===== config.mk =====
export PLATFORM = sky130hd
export DESIGN_NAME = event_interrupt_accept_control
export DESIGN_NICKNAME = d
export VERILOG_FILES = /design/src/eiac_pkg.sv /design/src/event_flags.sv /design/src/read_clear_counter.sv /design/src/event_interrupt_accept_control.sv
export SDC_FILE = /design/constraint.sdc
export NUM_CORES = 1
export LEC_CHECK = 0
export BUFFER_PORTS_ARGS = -buffer_cell sky130_fd_sc_hd__buf_4
export CAP_MARGIN = 20
export CORE_ASPECT_RATIO = 2
export CORE_MARGIN = 2
export CORE_UTILIZATION = 55
export CTS_CLUSTER_SIZE = 24
export DETAILED_ROUTE_END_ITERATION = 10
export PLACE_DENSITY = 0.79
export SYNTH_ARGS = -nofsm -noshare
export SYNTH_HDL_FRONTEND = slang
export SYNTH_SLANG_ARGS = --single-unit

===== constraint.sdc =====
create_clock -name clk -period 2.1 [get_ports clk]
set_input_delay 0.315 -clock clk [delete_from_list [all_inputs] [get_ports clk]]
set_output_delay 0.315 -clock clk [all_outputs]
set_load 0.02 [all_outputs]

===== src/eiac_pkg.sv =====
package eiac_pkg;

   // ----------------------------------------------------------------
   // Register word indices (byte address is index times four)
   // ----------------------------------------------------------------
   localparam logic [9:0] IDX_RX_CFG  = 10'h102;
   localparam logic [9:0] IDX_RX_CTL  = 10'h104;
   localparam logic [9:0] IDX_TX_CFG  = 10'h106;
   localparam logic [9:0] IDX_TX_CMD  = 10'h108;
   localparam logic [9:0] IDX_BUF_CFG = 10'h10A;
   localparam logic [9:0] IDX_LINE    = 10'h112;
   localparam logic [9:0] IDX_SELF    = 10'h114;
   localparam logic [9:0] IDX_BUS     = 10'h116;
   localparam logic [9:0] IDX_TEST    = 10'h118;
   localparam logic [9:0] IDX_RX_EV   = 10'h124;
   localparam logic [9:0] IDX_TX_EV   = 10'h128;
   localparam logic [9:0] IDX_BUF_EV  = 10'h12C;
   localparam logic [9:0] IDX_MISS    = 10'h130;
   localparam logic [9:0] IDX_COLL    = 10'h132;
   localparam logic [9:0] IDX_IRQ_ST  = 10'h140;
   localparam logic [9:0] IDX_IRQ_MSK = 10'h141;

   // ----------------------------------------------------------------
   // Register identity codes in bits 5:0
   // ----------------------------------------------------------------
   localparam logic [5:0] CODE_RX_CFG  = 6'h03;
   localparam logic [5:0] CODE_RX_CTL  = 6'h05;
   localparam logic [5:0] CODE_TX_CFG  = 6'h07;
   localparam logic [5:0] CODE_TX_CMD  = 6'h09;
   localparam logic [5:0] CODE_BUF_CFG = 6'h0B;
   localparam logic [5:0] CODE_LINE    = 6'h13;
   localparam logic [5:0] CODE_SELF    = 6'h15;
   localparam logic [5:0] CODE_BUS     = 6'h17;
   localparam logic [5:0] CODE_TEST    = 6'h19;
   localparam logic [5:0] CODE_RX_EV   = 6'h04;
   localparam logic [5:0] CODE_TX_EV   = 6'h08;
   localparam logic [5:0] CODE_BUF_EV  = 6'h0C;
   localparam logic [5:0] CODE_MISS    = 6'h10;
   localparam logic [5:0] CODE_COLL    = 6'h12;

   // ----------------------------------------------------------------
   // Flag positions within the 10-bit field (word bit minus 6)
   // ----------------------------------------------------------------
   localparam int B_ACT_ONCE = 0;   // Word bit 6 in every act-once register
   localparam int B_RX_EXTRA = 8;
   localparam int B_RX_RUNT  = 7;
   localparam int B_RX_CRC   = 6;
   localparam int B_RX_GOOD  = 2;
   localparam int B_A_BCAST  = 5;
   localparam int B_A_OWN    = 4;
   localparam int B_A_GROUP  = 3;
   localparam int B_A_ALL    = 1;
   localparam int B_A_HASH   = 0;
   localparam int B_TX_ANY   = 5;
   localparam int B_BUF_MOVF = 7;
   localparam int B_BUF_COVF = 6;
   localparam int B_BUS_IRQ  = 9;
   localparam int CNT_TOP    = 9;   // Counter bit that flags passing 1FFh

   // Enable masks of event bits that pair one-to-one with config bits
   localparam logic [9:0] RX_IE_MASK  = 10'h1C4;
   localparam logic [9:0] TX_IE_MASK  = 10'h21F;
   localparam logic [9:0] BUF_IE_MASK = 10'h23E;
   localparam logic [9:0] CTRL_RESET  = 10'h000;

endpackage : eiac_pkg


===== src/event_flags.sv =====
`timescale 1ns/1ps
module event_flags #(
   parameter int WIDTH = 10
) (
   // Clock and reset
   input  wire logic             clk,
   input  wire logic             nrst,
   // Control
   input  wire logic [WIDTH-1:0] set,
   input  wire logic             clr,
   // State
   output logic      [WIDTH-1:0] flags
);

   if (WIDTH < 1) begin : g_chk
      $error("event_flags: WIDTH must be at least 1");
   end

   // Sticky flags; an event in the clearing read cycle survives
   always_ff @(posedge clk or negedge nrst) begin
      if (!nrst) begin
         flags <= '0;
      end else begin
         flags <= (flags & ~{WIDTH{clr}}) | set;
      end
   end

endmodule : event_flags


===== src/read_clear_counter.sv =====
`timescale 1ns/1ps
module read_clear_counter #(
   parameter int WIDTH = 10
) (
   // Clock and reset
   input  wire logic             clk,
   input  wire logic             nrst,
   // Control
   input  wire logic             inc,
   input  wire logic             clr,
   // Count
   output logic      [WIDTH-1:0] count
);

   if (WIDTH < 2) begin : g_chk
      $error("read_clear_counter: WIDTH must be at least 2");
   end

   // Wraps past all ones; a count during the clearing read is kept
   always_ff @(posedge clk or negedge nrst) begin
      if (!nrst) begin
         count <= '0;
      end else if (clr) begin
         count <= {{(WIDTH-1){1'b0}}, inc};
      end else if (inc) begin
         count <= count + {{(WIDTH-1){1'b0}}, 1'b1};
      end
   end

endmodule : read_clear_counter


===== src/event_interrupt_accept_control.sv =====
// The APB register port was left to the implementer.
`timescale 1ns/1ps
// Functional notes
// - Interrupt enables live in receive, transmit and buffer configuration registers.
// - Set enable plus its event raises an interrupt request.
// - Events reported in three event registers and two counters.
// - Event bits set on their event whatever the enable holds.
// - Reading an event register clears all of it.
// - Receive and transmit enables each pair with one event source.
// - Buffer enables cover counter overflow past 1FFh and buffer events.
// - Nine accept bits in receive control select frame classes.
// - A frame counts as accepted only when it is stored.
// - Four accept bits and matching enables act independently.
// - Enabled but unaccepted receive event interrupts, discards, length zero.
// - Five accept bits drive destination address filtering.
// - Low six bits hold register code; bit 0 marks control registers.
// - Act-once bits act once per write of one and read zero.
module event_interrupt_accept_control (
   // Clock and reset
   input  wire logic        clk,
   input  wire logic        nrst,
   // APB slave
   input  wire logic        psel,
   input  wire logic        penable,
   input  wire logic        pwrite,
   input  wire logic [11:0] paddr,
   input  wire logic [31:0] pwdata,
   output logic      [31:0] prdata,
   output logic             pready,
   output logic             pslverr,
   // Receive frame status from the MAC
   input  wire logic        rx_frame_done,
   input  wire logic        rx_extra,
   input  wire logic        rx_runt,
   input  wire logic        rx_crc_bad,
   input  wire logic        rx_good,
   input  wire logic        rx_bcast,
   input  wire logic        rx_own,
   input  wire logic        rx_hashed,
   input  wire logic        rx_dribble,
   input  wire logic        rx_own_hashed,
   input  wire logic [15:0] rx_length,
   // Transmit status from the MAC
   input  wire logic        tx_done,
   input  wire logic        tx_16coll,
   input  wire logic [3:0]  tx_coll_num,
   input  wire logic        tx_jabber,
   input  wire logic        tx_late,
   input  wire logic        tx_good,
   input  wire logic        tx_heartbeat_err,
   input  wire logic        tx_carrier_loss,
   input  wire logic        tx_collision,
   input  wire logic [9:0]  transmit_command_readback,
   // Buffer events
   input  wire logic        rx_dest,
   input  wire logic        rx_first_block,
   input  wire logic        rx_missed,
   input  wire logic        tx_underflow,
   input  wire logic        tx_space,
   input  wire logic        dma_frame_done_flag,
   // Frame store decision
   output logic             frame_valid,
   output logic             frame_store,
   output logic      [15:0] frame_length,
   // Act-once strobes and interrupt
   output logic             skip_frame,
   output logic             chip_reset_pulse,
   output logic             receive_dma_restart,
   output logic             irq
);

   // ----------------------------------------------------------------
   // Bus decode
   // ----------------------------------------------------------------
   logic [9:0] receive_configuration, receive_control_accept, transmit_configuration;
   logic [9:0] buffer_configuration, line_control, self_control, bus_control;
   logic [9:0] test_control;
   logic [9:0] receive_event_register, transmit_flags, buffer_event_register;
   logic [9:0] missed_frame_counter, collision_counter;
   logic [3:0] tx_coll_field;
   logic       any_coll_seen;
   logic [2:0] irq_status, irq_mask;
   logic [9:0] widx;
   logic       done, wr, rd;
   logic [9:0] wf;
   logic [9:0] transmit_event_register;
   logic [31:0] rdata;
   logic       mapped;

   assign widx = paddr[11:2];
   assign done = psel & penable & pready;
   assign wr   = done & pwrite;
   assign rd   = done & ~pwrite;
   assign wf   = pwdata[15:6];
   assign transmit_event_register = {transmit_flags[9], tx_coll_field, transmit_flags[4:0]};
   // Read mux; act-once bits always read as zero
   always_comb begin
      rdata  = 32'h0000_0000;
      mapped = 1'b1;
      case (widx)
         eiac_pkg::IDX_RX_CFG:  rdata[15:0] = {receive_configuration[9:1], 1'b0,
                                              eiac_pkg::CODE_RX_CFG};
         eiac_pkg::IDX_RX_CTL:  rdata[15:0] = {receive_control_accept, eiac_pkg::CODE_RX_CTL};
         eiac_pkg::IDX_TX_CFG:  rdata[15:0] = {transmit_configuration, eiac_pkg::CODE_TX_CFG};
         eiac_pkg::IDX_TX_CMD:  rdata[15:0] = {transmit_command_readback,
                                              eiac_pkg::CODE_TX_CMD};
         eiac_pkg::IDX_BUF_CFG: rdata[15:0] = {buffer_configuration[9:1], 1'b0,
                                              eiac_pkg::CODE_BUF_CFG};
         eiac_pkg::IDX_LINE:    rdata[15:0] = {line_control, eiac_pkg::CODE_LINE};
         eiac_pkg::IDX_SELF:    rdata[15:0] = {self_control[9:1], 1'b0, eiac_pkg::CODE_SELF};
         eiac_pkg::IDX_BUS:     rdata[15:0] = {bus_control[9:1], 1'b0, eiac_pkg::CODE_BUS};
         eiac_pkg::IDX_TEST:    rdata[15:0] = {test_control, eiac_pkg::CODE_TEST};
         eiac_pkg::IDX_RX_EV:   rdata[15:0] = {receive_event_register,
                                              eiac_pkg::CODE_RX_EV};
         eiac_pkg::IDX_TX_EV:   rdata[15:0] = {transmit_event_register, eiac_pkg::CODE_TX_EV};
         eiac_pkg::IDX_BUF_EV:  rdata[15:0] = {buffer_event_register, eiac_pkg::CODE_BUF_EV};
         eiac_pkg::IDX_MISS:    rdata[15:0] = {missed_frame_counter, eiac_pkg::CODE_MISS};
         eiac_pkg::IDX_COLL:    rdata[15:0] = {collision_counter, eiac_pkg::CODE_COLL};
         eiac_pkg::IDX_IRQ_ST:  rdata[2:0]  = irq_status;
         eiac_pkg::IDX_IRQ_MSK: rdata[2:0]  = irq_mask;
         default:               mapped      = 1'b0;
      endcase
   end

   // Two-cycle access: wait state, then registered answer
   always_ff @(posedge clk or negedge nrst) begin
      if (!nrst) begin
         pready  <= 1'b0;
         prdata  <= 32'h0000_0000;
         pslverr <= 1'b0;
      end else begin
         pready  <= psel & penable & ~pready;
         prdata  <= (psel & penable & ~pready & ~pwrite) ? rdata : 32'h0000_0000;
         pslverr <= psel & penable & ~pready & ~mapped;
      end
   end

   // ----------------------------------------------------------------
   // Configuration and control registers
   // ----------------------------------------------------------------
   // Plain storage; act-once positions never hold a one
   always_ff @(posedge clk or negedge nrst) begin
      if (!nrst) begin
         receive_configuration  <= eiac_pkg::CTRL_RESET;
         receive_control_accept <= eiac_pkg::CTRL_RESET;
         transmit_configuration <= eiac_pkg::CTRL_RESET;
         buffer_configuration   <= eiac_pkg::CTRL_RESET;
         line_control           <= eiac_pkg::CTRL_RESET;
         self_control           <= eiac_pkg::CTRL_RESET;
         bus_control            <= eiac_pkg::CTRL_RESET;
         test_control           <= eiac_pkg::CTRL_RESET;
         irq_mask               <= 3'h0;
      end else if (wr) begin
         case (widx)
            eiac_pkg::IDX_RX_CFG:  receive_configuration  <= {wf[9:1], 1'b0};
            eiac_pkg::IDX_RX_CTL:  receive_control_accept <= wf;
            eiac_pkg::IDX_TX_CFG:  transmit_configuration <= wf;
            eiac_pkg::IDX_BUF_CFG: buffer_configuration   <= {wf[9:1], 1'b0};
            eiac_pkg::IDX_LINE:    line_control           <= wf;
            eiac_pkg::IDX_SELF:    self_control           <= {wf[9:1], 1'b0};
            eiac_pkg::IDX_BUS:     bus_control            <= {wf[9:1], 1'b0};
            eiac_pkg::IDX_TEST:    test_control           <= wf;
            eiac_pkg::IDX_IRQ_MSK: irq_mask               <= pwdata[2:0];
            default: ;
         endcase
      end
   end

   // Act-once strobes: one cycle per write of a one
   always_ff @(posedge clk or negedge nrst) begin
      if (!nrst) begin
         skip_frame          <= 1'b0;
         chip_reset_pulse    <= 1'b0;
         receive_dma_restart <= 1'b0;
      end else begin
         skip_frame          <= wr & (widx == eiac_pkg::IDX_RX_CFG) & wf[0];
         chip_reset_pulse    <= wr & (widx == eiac_pkg::IDX_SELF) & wf[0];
         receive_dma_restart <= wr & (widx == eiac_pkg::IDX_BUS) & wf[0];
      end
   end

   // ----------------------------------------------------------------
   // Event registers and counters
   // ----------------------------------------------------------------
   logic rd_rx, rd_tx, rd_buf, rd_miss, rd_coll, sw_int;
   logic [9:0] rx_set, tx_set, buf_set;
   assign rd_rx   = rd & (widx == eiac_pkg::IDX_RX_EV);
   assign rd_tx   = rd & (widx == eiac_pkg::IDX_TX_EV);
   assign rd_buf  = rd & (widx == eiac_pkg::IDX_BUF_EV);
   assign rd_miss = rd & (widx == eiac_pkg::IDX_MISS);
   assign rd_coll = rd & (widx == eiac_pkg::IDX_COLL);
   assign sw_int  = wr & (widx == eiac_pkg::IDX_BUF_CFG) & wf[0];
   // Event sets ignore enables entirely
   assign rx_set  = {10{rx_frame_done}} & {1'b0, rx_extra, rx_runt, rx_crc_bad, rx_bcast,
                    rx_own, rx_hashed, rx_good, rx_dribble, rx_own_hashed};
   assign tx_set  = {10{tx_done}} & {tx_16coll, 4'h0, tx_jabber, tx_late, tx_good,
                    tx_heartbeat_err, tx_carrier_loss};
   assign buf_set = {rx_dest, 3'h0, rx_first_block, rx_missed, tx_underflow, tx_space,
                     dma_frame_done_flag, sw_int};
   event_flags #(.WIDTH(10)) u_rx_ev (
      .clk   (clk),
      .nrst  (nrst),
      .set   (rx_set),
      .clr   (rd_rx),
      .flags (receive_event_register)
   );
   event_flags #(.WIDTH(10)) u_tx_ev (
      .clk   (clk),
      .nrst  (nrst),
      .set   (tx_set),
      .clr   (rd_tx),
      .flags (transmit_flags)
   );
   event_flags #(.WIDTH(10)) u_buf_ev (
      .clk   (clk),
      .nrst  (nrst),
      .set   (buf_set),
      .clr   (rd_buf),
      .flags (buffer_event_register)
   );
   read_clear_counter #(.WIDTH(10)) u_miss (
      .clk   (clk),
      .nrst  (nrst),
      .inc   (rx_missed),
      .clr   (rd_miss),
      .count (missed_frame_counter)
   );
   read_clear_counter #(.WIDTH(10)) u_coll (
      .clk   (clk),
      .nrst  (nrst),
      .inc   (tx_collision),
      .clr   (rd_coll),
      .count (collision_counter)
   );

   // Collision count field and any-collision pending, cleared with the event read
   always_ff @(posedge clk or negedge nrst) begin
      if (!nrst) begin
         tx_coll_field <= 4'h0;
         any_coll_seen <= 1'b0;
      end else begin
         if (tx_done) begin
            tx_coll_field <= tx_coll_num;
         end else if (rd_tx) begin
            tx_coll_field <= 4'h0;
         end
         any_coll_seen <= (any_coll_seen & ~rd_tx) | tx_collision;
      end
   end

   // ----------------------------------------------------------------
   // Interrupt request
   // ----------------------------------------------------------------
   logic rx_pend, tx_pend, buf_pend, next_irq;
   assign rx_pend  = |(receive_event_register & receive_configuration
                      & eiac_pkg::RX_IE_MASK);
   assign tx_pend  = |(transmit_flags & transmit_configuration & eiac_pkg::TX_IE_MASK)
                   | (any_coll_seen & transmit_configuration[eiac_pkg::B_TX_ANY]);
   assign buf_pend = |(buffer_event_register & buffer_configuration & eiac_pkg::BUF_IE_MASK)
                   | buffer_event_register[eiac_pkg::B_ACT_ONCE]
                   | (missed_frame_counter[eiac_pkg::CNT_TOP]
                      & buffer_configuration[eiac_pkg::B_BUF_MOVF])
                   | (collision_counter[eiac_pkg::CNT_TOP]
                      & buffer_configuration[eiac_pkg::B_BUF_COVF]);
   // Sticky group status, write one to clear; a new event wins over the clear
   always_ff @(posedge clk or negedge nrst) begin
      if (!nrst) begin
         irq_status <= 3'h0;
      end else begin
         irq_status <= (irq_status & ~((wr && widx == eiac_pkg::IDX_IRQ_ST) ? pwdata[2:0]
                       : 3'h0)) | {buf_pend, tx_pend, rx_pend};
      end
   end
   // Pending terms withdraw when the host reads the source or clears its enable
   assign next_irq = bus_control[eiac_pkg::B_BUS_IRQ]
                   & (rx_pend | tx_pend | buf_pend | |(irq_status & irq_mask));

   always_ff @(posedge clk or negedge nrst) begin
      if (!nrst) begin
         irq <= 1'b0;
      end else begin
         irq <= next_irq;
      end
   end

   // ----------------------------------------------------------------
   // Receive accept decision
   // ----------------------------------------------------------------
   logic class_ok, addr_ok;
   // Error classes each own an accept bit, decided apart from their enables
   assign class_ok = rx_extra   ? receive_control_accept[eiac_pkg::B_RX_EXTRA]
                   : rx_runt    ? receive_control_accept[eiac_pkg::B_RX_RUNT]
                   : rx_crc_bad ? receive_control_accept[eiac_pkg::B_RX_CRC]
                   : (rx_good & receive_control_accept[eiac_pkg::B_RX_GOOD]);
   assign addr_ok  = receive_control_accept[eiac_pkg::B_A_ALL]
                   | (rx_bcast & receive_control_accept[eiac_pkg::B_A_BCAST])
                   | (rx_own & receive_control_accept[eiac_pkg::B_A_OWN])
                   | (rx_hashed & receive_control_accept[eiac_pkg::B_A_GROUP])
                   | (rx_own_hashed & receive_control_accept[eiac_pkg::B_A_HASH]);
   // Rejected frames are discarded and report zero length
   always_ff @(posedge clk or negedge nrst) begin
      if (!nrst) begin
         frame_valid  <= 1'b0;
         frame_store  <= 1'b0;
         frame_length <= 16'h0000;
      end else begin
         frame_valid  <= rx_frame_done;
         frame_store  <= rx_frame_done & class_ok & addr_ok;
         frame_length <= (rx_frame_done & class_ok & addr_ok) ? rx_length : 16'h0000;
      end
   end

   // ----------------------------------------------------------------
   // Assertions
   // ----------------------------------------------------------------
   property p_irq_gated;
      @(posedge clk) disable iff (!nrst)
      irq |-> $past(bus_control[eiac_pkg::B_BUS_IRQ]);
   endproperty
   a_irq_gated: assert property (p_irq_gated) else $error("irq without global enable");
   property p_rx_irq;
      @(posedge clk) disable iff (!nrst)
      (receive_event_register[eiac_pkg::B_RX_GOOD] && receive_configuration[eiac_pkg::B_RX_GOOD]
       && bus_control[eiac_pkg::B_BUS_IRQ]) |=> irq;
   endproperty
   a_rx_irq: assert property (p_rx_irq) else $error("enabled event gave no irq");
   property p_event_set;
      @(posedge clk) disable iff (!nrst)
      (rx_frame_done && rx_crc_bad) |=> receive_event_register[eiac_pkg::B_RX_CRC];
   endproperty
   a_event_set: assert property (p_event_set) else $error("event bit not set");
   property p_read_clear;
      @(posedge clk) disable iff (!nrst)
      (rd_tx && !tx_done) |=> (transmit_event_register == 10'h000);
   endproperty
   a_read_clear: assert property (p_read_clear) else $error("event not cleared by read");
   property p_act_once_zero;
      @(posedge clk) disable iff (!nrst)
      (rd && widx == eiac_pkg::IDX_BUF_CFG) |-> (prdata[6] == 1'b0 && prdata[0] == 1'b1);
   endproperty
   a_act_once_zero: assert property (p_act_once_zero) else $error("act-once read one");
   property p_skip_once;
      @(posedge clk) disable iff (!nrst)
      skip_frame |=> !skip_frame;
   endproperty
   a_skip_once: assert property (p_skip_once) else $error("skip strobe longer than one");
   property p_reject_len;
      @(posedge clk) disable iff (!nrst)
      (frame_valid && !frame_store) |-> (frame_length == 16'h0000);
   endproperty
   a_reject_len: assert property (p_reject_len) else $error("rejected frame has length");
   property p_code;
      @(posedge clk) disable iff (!nrst)
      (rd && widx == eiac_pkg::IDX_MISS) |-> (prdata[5:0] == eiac_pkg::CODE_MISS);
   endproperty
   a_code: assert property (p_code) else $error("wrong register code");
   property p_ovf_irq;
      @(posedge clk) disable iff (!nrst)
      (missed_frame_counter[eiac_pkg::CNT_TOP] && buffer_configuration[eiac_pkg::B_BUF_MOVF]
       && bus_control[eiac_pkg::B_BUS_IRQ]) |=> irq;
   endproperty
   a_ovf_irq: assert property (p_ovf_irq) else $error("overflow gave no irq");

endmodule : event_interrupt_accept_control


==> results of run 1 <==
==> per-stage QoR <==
step | hold slack (ns) | setup TNS [ns] | std cells | worst slack, ns
6_report | 0.0490 | 0 | 1096 | 0.0820
5_1_grt | 0.0500 | 0 | 1096 | 0.0484
4_1_cts | 0.0426 | 0 | 1096 | 0.150
3_5_place_dp | 0.368 | -0.347 | 1063 | -0.0327
3_3_place_gp | 0.352 | -0.0814 | 1063 | -0.0492
2_1_floorplan | 0.0194 | 0 | 719 | 0.115
==> critical path, delay by kind of cell, from the launching register on <==
kind	cells	cell delay (ns)
DFF	1	0.39
and+or+nand+nor	4	0.94
muxes	1	0.36
buffers and inverters	1	0.21
==> flip-flops by register name, indices dropped and copies added, names as in the netlist, 4 cells and up <==
register                cells
frame_length               16
prdata                     15
line_control               10
receive_control_accept     10
test_control               10
transmit_configuration     10
u_buf_ev.flags             10
u_coll.count               10
u_miss.count               10
u_rx_ev.flags              10
buffer_configuration        9
bus_control                 9
receive_configuration       9
self_control                9
u_tx_ev.flags               6
tx_coll_field               4
==> cells by family after synthesis <==
group                    count (synthesis)
adder cells (fa/ha/maj)                  2
other                                    1
buffers and inverters                   54
AND/OR/NAND/NOR                        205
multiplexers                           111
AO/OA/AOI/OAI                          140
XOR/XNOR                                18
flip-flops                             172
==> routing by layer <==
metal	routed length, µm	share of wire	up-vias
met3	1440	0.051	101
met5	0	0	-
met1	9430	0.34	3371
li1	-	-	2933
met2	15000	0.54	328
met4	2070	0.074	0
==> synth_stat cells (10+ instances only) <==
| cell type | count |
|---|---|
| and2_1 | 24 |
| xor2_1 | 13 |
| mux2_2 | 75 |
| dfrtp_1 | 172 |
| buf_4 | 19 |
| nand3_1 | 17 |
| a31oi_1 | 10 |
| clkbuf_1 | 15 |
| a22o_1 | 25 |
| nor2_1 | 38 |
| mux2i_1 | 30 |
| a22oi_1 | 21 |
| a21o_1 | 11 |
| o21ai_0 | 13 |
| a21oi_1 | 14 |
| nand2_1 | 49 |
==> layout make-up <==
type | count | area [µm²] | area share
clock buffers | 17 | 425 | 0.0406
well taps | 195 | 244 | 0.0233
multi-input cells | 493 | 3700 | 0.353
flip-flops and latches | 172 | 4300 | 0.411
repair buffers | 199 | 1630 | 0.155
inverters | 5 | 18.8 | 0.00179
clock inverters | 15 | 154 | 0.0147
==> worst max path at each step <==
stage / from / slack, ns / cells past startpoint / end
6_report: pready / 0.08 / 6 / receive_configuration[8]
5_1_grt: pready / 0.05 / 6 / receive_configuration[5]
4_1_cts: pready / 0.15 / 6 / receive_configuration[2]
3_5_place_dp: paddr[6] / -0.03 / 8 / prdata[13]
3_3_place_gp: paddr[5] / -0.05 / 7 / prdata[13]
2_1_floorplan: paddr[4] / 0.11 / 6 / irq_mask[0]
==> power by group <==
group / switching (µW) / total (µW) / internal (µW) / leakage [µW]
sequential: 232 / 3700 / 3470 / 0.00225
combinational: 498 / 867 / 369 / 0.00248
clock: 1470 / 3150 / 1670 / 0.000278
total: 2200 / 7710 / 5510 / 0.00500
==> results.tsv, run 1 <==
stage	metric	value	unit
logic_synthesis	synth-simple-area-share	0.144	
clocking	cts_tree	built	
logic_synthesis	avgSynthCellArea	11.7	µm²
placed_design	place_area	9880	µm²
global_routing	met3_usage	0.0630	
timing	fmax	0.496	GHz
logic_synthesis	synth_top_family_by_area	multiplexers	
global_routing	grt.met1_usage	0.373	
layout	area_growth_syn_to_layout	27.0	%
floorplanning	die_w	90.6	µm
clocking	cts_max_path_buffers	2	
global_routing	grt_first_pass_wirelength	42100	µm
drt	vias_per_cell	6.14	
drt	finalWirelength	28000	µm
clocking	insertion_delay	0.44	ns
floorplanning	dieArea	16000	µm²
logic_synthesis	yosys_warnings	0	
clocking	cts.root.buffer_cell	clkbuf_16	
timing	skew	0.00797	ns
setup_path	crit_chain	nand3_1 > nor2_1 > nand2_1 > nor2_2 > buf_4 > mux2_2	
logic_synthesis	netlist.area_leader.share	0.522	
layout	final_common_cell	buf_4	
setup_path	cp.required	2.43	ns
timing	rsz0062_at_grt	false	
floorplanning	initial_core_util	0.559	
global_routing	grt_pass1_vias	7118	
global_routing	overflow	0	
placed_design	port_buffers	120	
min_path	holdPathStages	2	
logic_synthesis	synth_xor_area_frac	0.0191	
layout	finalInstanceArea	10500	µm²
global_routing	busiest_layer	met2	
setup_path	crit_fanout	6	
global_routing	use_met2	0.649	
timing	drv_slew	0	
setup_path	reg2reg_depth	6	
setup_path	endpoint_kind	flop	
floorplanning	chipHeight	177	µm
clocking	htree_num_levels	4	
min_path	hold_path_class	in2reg	
timing	setup_violations	0	
timing	tightest_slew	0.827	ns
logic_synthesis	ys_ff_latch	172	
setup_path	cp_slowest_stage_delay	0.39	ns
timing	post-route-period-util	0.961	
drt	vias	6733	
min_path	holdPathEnd	u_buf_ev.flags[2]	
power_and_ir_drop	leakagePower	0.00500	µW
drt	wl_per_cell	25.5	µm
clocking	holdBufCountCts	1	
logic_synthesis	synthFlopType	dfrtp_1	
layout	diodes	0	
timing	relSlewSlack	0.448	
power_and_ir_drop	finalPower	7710	µW
global_routing	grt_max_degree	97	
setup_path	rr_endpoint	receive_configuration[8]	
logic_synthesis	ys_seq_area_frac	0.522	
timing	min_period	2.02	ns
logic_synthesis	synth-edff-count	0	
drt	drt_drc_violations_left	0	
drt	ant_nets	0	
min_path	min_from	tx_space	
setup_path	start_kind	flop	
logic_synthesis	synth.largest_area_cell	dfrtp_1	
layout	layout.nets	993	
logic_synthesis	syn_inst	703	
setup_path	arrival	2.34	ns
status	status	complete, no violations	
floorplanning	core_area	14700	µm²
clocking	clk_transition_reported_paths	0.07	ns
clocking	cts-resized-gates	0	
run	drv_cap	0	
layout	drive_above_1_share	0.362	
clocking	cts_setup_buffers	0	
global_routing	antenna_found_initial	0	
layout	fillerInstances	1088	
floorplanning	rows	63	
logic_synthesis	synth_compound_area_frac	0.128	
floorplanning	ios	159	
logic_synthesis	synthAdderAreaFrac	0.00304	
setup_path	reg2reg_slack	0.08	ns
logic_synthesis	synthArstFlopShare	1.00	
logic_synthesis	syn_area	8240	µm²
clocking	clock_sink_count	172	
drt	drt-pass1-iter-count	6	
setup_path	setup.worst_path.class	reg2reg	
setup_path	slowest_stage	dfrtp_1	
logic_synthesis	synth.area.top_cells	dfrtp_1, mux2_2, mux2i_1	
logic_synthesis	muxShareOfSynthArea	0.147	
placed_design	post-dp-hpwl	21700	µm
clocking	cts_buffers	17	
placed_design	place_congestion	0.983	
logic_synthesis	yosysUniqueCellTypes	74	
global_routing	grtUsageTotal	0.359	
layout	final_cell_mix	buf_4, dfrtp_1, mux2_2, nand2_1, nor2_1	
power_and_ir_drop	ir_drop	0.816	mV
layout	postLayoutCoreUtil	0.710	
drt	drt-initial-drc-count	450	
power_and_ir_drop	powerDensity	737	nW/µm²
timing	hold_violations	0	
setup_path	r2r-start	pready	
Note: power is estimated with default switching activity, not from simulation.
==> run 2, diff against run 1 <==
--- a/config.mk
+++ b/config.mk
@@ -7,12 +7,14 @@
 export LEC_CHECK = 0
 export BUFFER_PORTS_ARGS = -buffer_cell sky130_fd_sc_hd__buf_4
 export CAP_MARGIN = 20
+export CELL_PAD_IN_SITES_DETAIL_PLACEMENT = 1
+export CELL_PAD_IN_SITES_GLOBAL_PLACEMENT = 1
 export CORE_ASPECT_RATIO = 2
 export CORE_MARGIN = 2
-export CORE_UTILIZATION = 55
+export CORE_UTILIZATION = 44
 export CTS_CLUSTER_SIZE = 24
 export DETAILED_ROUTE_END_ITERATION = 10
-export PLACE_DENSITY = 0.79
+export PLACE_DENSITY = 0.91
 export SYNTH_ARGS = -nofsm -noshare
 export SYNTH_HDL_FRONTEND = slang
 export SYNTH_SLANG_ARGS = --single-unit
==> run 2 against run 1 <==
Compared with the run above: utilization is 13 points lower; die area is 24% higher; final area is 1.1% higher; via count is 6.4% higher; worst hold slack worse by 0.00097 ns; flip-flop and latch count stayed put; sequential power hardly changed; setup slack better by 0.094 ns; critical path type is now in2reg; highest routed layer unchanged.
==> results.tsv, run 2 (synthesis gave the netlist of run 1 again) <==
stage	metric	value	unit
placed_design	post-dp-hpwl	23000	µm
timing	fmax	0.520	GHz
timing	rsz0062_at_grt	false	
timing	setup_tns	0	ns
layout	layout.nets	999	
clocking	clock_sink_count	172	
power_and_ir_drop	powerDensity	748	nW/µm²
placed_design	place_congestion	1.02	
power_and_ir_drop	ir_drop	0.515	mV
timing	layout_setup_ws	0.176	ns
drt	drt_drc_violations_left	0	
drt	wl_per_cell	29.1	µm
layout	drive_above_1_share	0.364	
layout	diodes	0	
timing	skew	0.0122	ns
setup_path	cp.required	2.45	ns
drt	met3_length	1990	µm
placed_design	place_ws	-0.139	ns
timing	tightest_slew	0.601	ns
floorplanning	die_w	101	µm
layout	largest_register	frame_length	
setup_path	endpoint_kind	flop	
placed_design	place_area	9990	µm²
global_routing	antenna_found_initial	0	
layout	area_growth_syn_to_layout	28.5	%
run	drv_cap	0	
floorplanning	chipHeight	198	µm
floorplanning	core_area	18300	µm²
layout	final_common_cell	buf_4	
clocking	clk_transition_reported_paths	0.07	ns
floorplanning	initial_core_util	0.450	
layout	final_cell_mix	buf_4, dfrtp_1, mux2_2, nand2_1, nor2_1	
drt	vias_per_cell	6.39	
timing	relSlewSlack	0.597	
clocking	cts_buffers	17	
setup_path	rr_endpoint	transmit_configuration[0]	
timing	post-route-period-util	0.916	
power_and_ir_drop	leakagePower	0.00506	µW
floorplanning	dieArea	19900	µm²
timing	setup_violations	0	
drt	finalWirelength	32700	µm
global_routing	grt_first_pass_wirelength	48700	µm
drt	vias	7167	
status	status	complete, no violations	
setup_path	setup.worst_path.class	in2reg	
drt	wl_met1	10600	µm
clocking	insertion_delay	0.45	ns
setup_path	r2r-start	pready	
layout	largest_register_ff_count	16	
timing	hold_violations	0	
global_routing	grt_pass1_vias	8119	
drt	dr.max_layer_used	met4	
setup_path	worstSetupEndpoint	prdata[13]	
drt	drt-pass1-iter-count	5	
clocking	cts_tree	built	
clocking	cts_max_path_buffers	2	
timing	drv_slew	0	
setup_path	arrival	2.27	ns
setup_path	crit_start	paddr[5]	
min_path	hold_path_class	in2reg	
drt	drt-initial-drc-count	572	
clocking	cts_setup_buffers	0	
floorplanning	ios	159	
clocking	cts.root.buffer_cell	clkbuf_16	
layout	finalInstanceArea	10600	µm²
setup_path	reg2reg_depth	6	
global_routing	grtUsageTotal	0.338	
global_routing	grt_max_degree	49	
timing	min_period	1.92	ns
clocking	htree_num_levels	4	
setup_path	start_kind	input port	
power_and_ir_drop	finalPower	7920	µW
layout	postLayoutCoreUtil	0.579	
layout	reg_top3	frame_length x16, prdata x15	
setup_path	crit_fanout	5	
setup_path	reg2reg_slack	0.26	ns
global_routing	overflow	0	
placed_design	port_buffers	120	
drt	ant_nets	0	
floorplanning	rows	70	
drt	wl_met2	17100	µm
## run 2: cell types whose count changed in the layout (fill, tap and decap cells not counted), sizes merged
cell,before,now
clkinvlp,3,1
bufinv,1,2
clkbuf,17,18
inv,12,9
buf,198,204
clkinv,4,6
## run 2: where the power goes
group | internal, µW | switching (µW)
sequential | 3470 | 252
combinational | 377 | 550
clock | 1780 | 1490
total | 5620 | 2300
## run 2: through the flow
| step | instances | hold WS, ns |
|---|---|---|
| floorplan | 719 | 0.0194 |
| global placement | 1090 | 0.274 |
| detailed placement | 1090 | 0.276 |
| CTS | 1122 | 0.0393 |
| global route | 1122 | 0.0463 |
| finish | 1122 | 0.0480 |
## run 2: repair_timing
| action | in CTS | in global routing |
|---|---|---|
| hold endpoints to repair | 43 | 0 |
| hold buffers | 1 | 0 |
| gates resized for setup | 0 | 0 |
## run 2: final cells by class
class / instances / area [µm²]
Sequential cell: 172 / 4300
Tap cell: 216 / 270
Timing Repair Buffer: 205 / 1710
Clock buffer: 18 / 429
Clock inverter: 13 / 161
Inverter: 5 / 18.8
Fill cell: 1897 / 7710
Multi-Input combinational cell: 493 / 3700
## run 2: routing by layer
layer	global-route usage	vias up
li1	-	2936
met1	0.338	3604
met2	0.581	441
met3	0.0729	186
met4	0.281	0
met5	0	-
## run 2: worst min-delay path by stage
stage,startpoint,endpoint,cells past startpoint
2_1_floorplan,nrst,any_coll_seen,0
3_3_place_gp,nrst,test_control[7],1
3_5_place_dp,nrst,self_control[9],1
4_1_cts,rx_first_block,u_buf_ev.flags[5],2
5_1_grt,tx_underflow,u_buf_ev.flags[3],2
6_report,tx_space,u_buf_ev.flags[2],2
## run 2: worst max-delay path, cell delays in order
cell	delay, ns
buf_4	0.14
or4_1	0.62
or2_1	0.28
nor4_1	0.38
buf_4	0.23
a311oi_1	0.07
a31oi_1	0.24
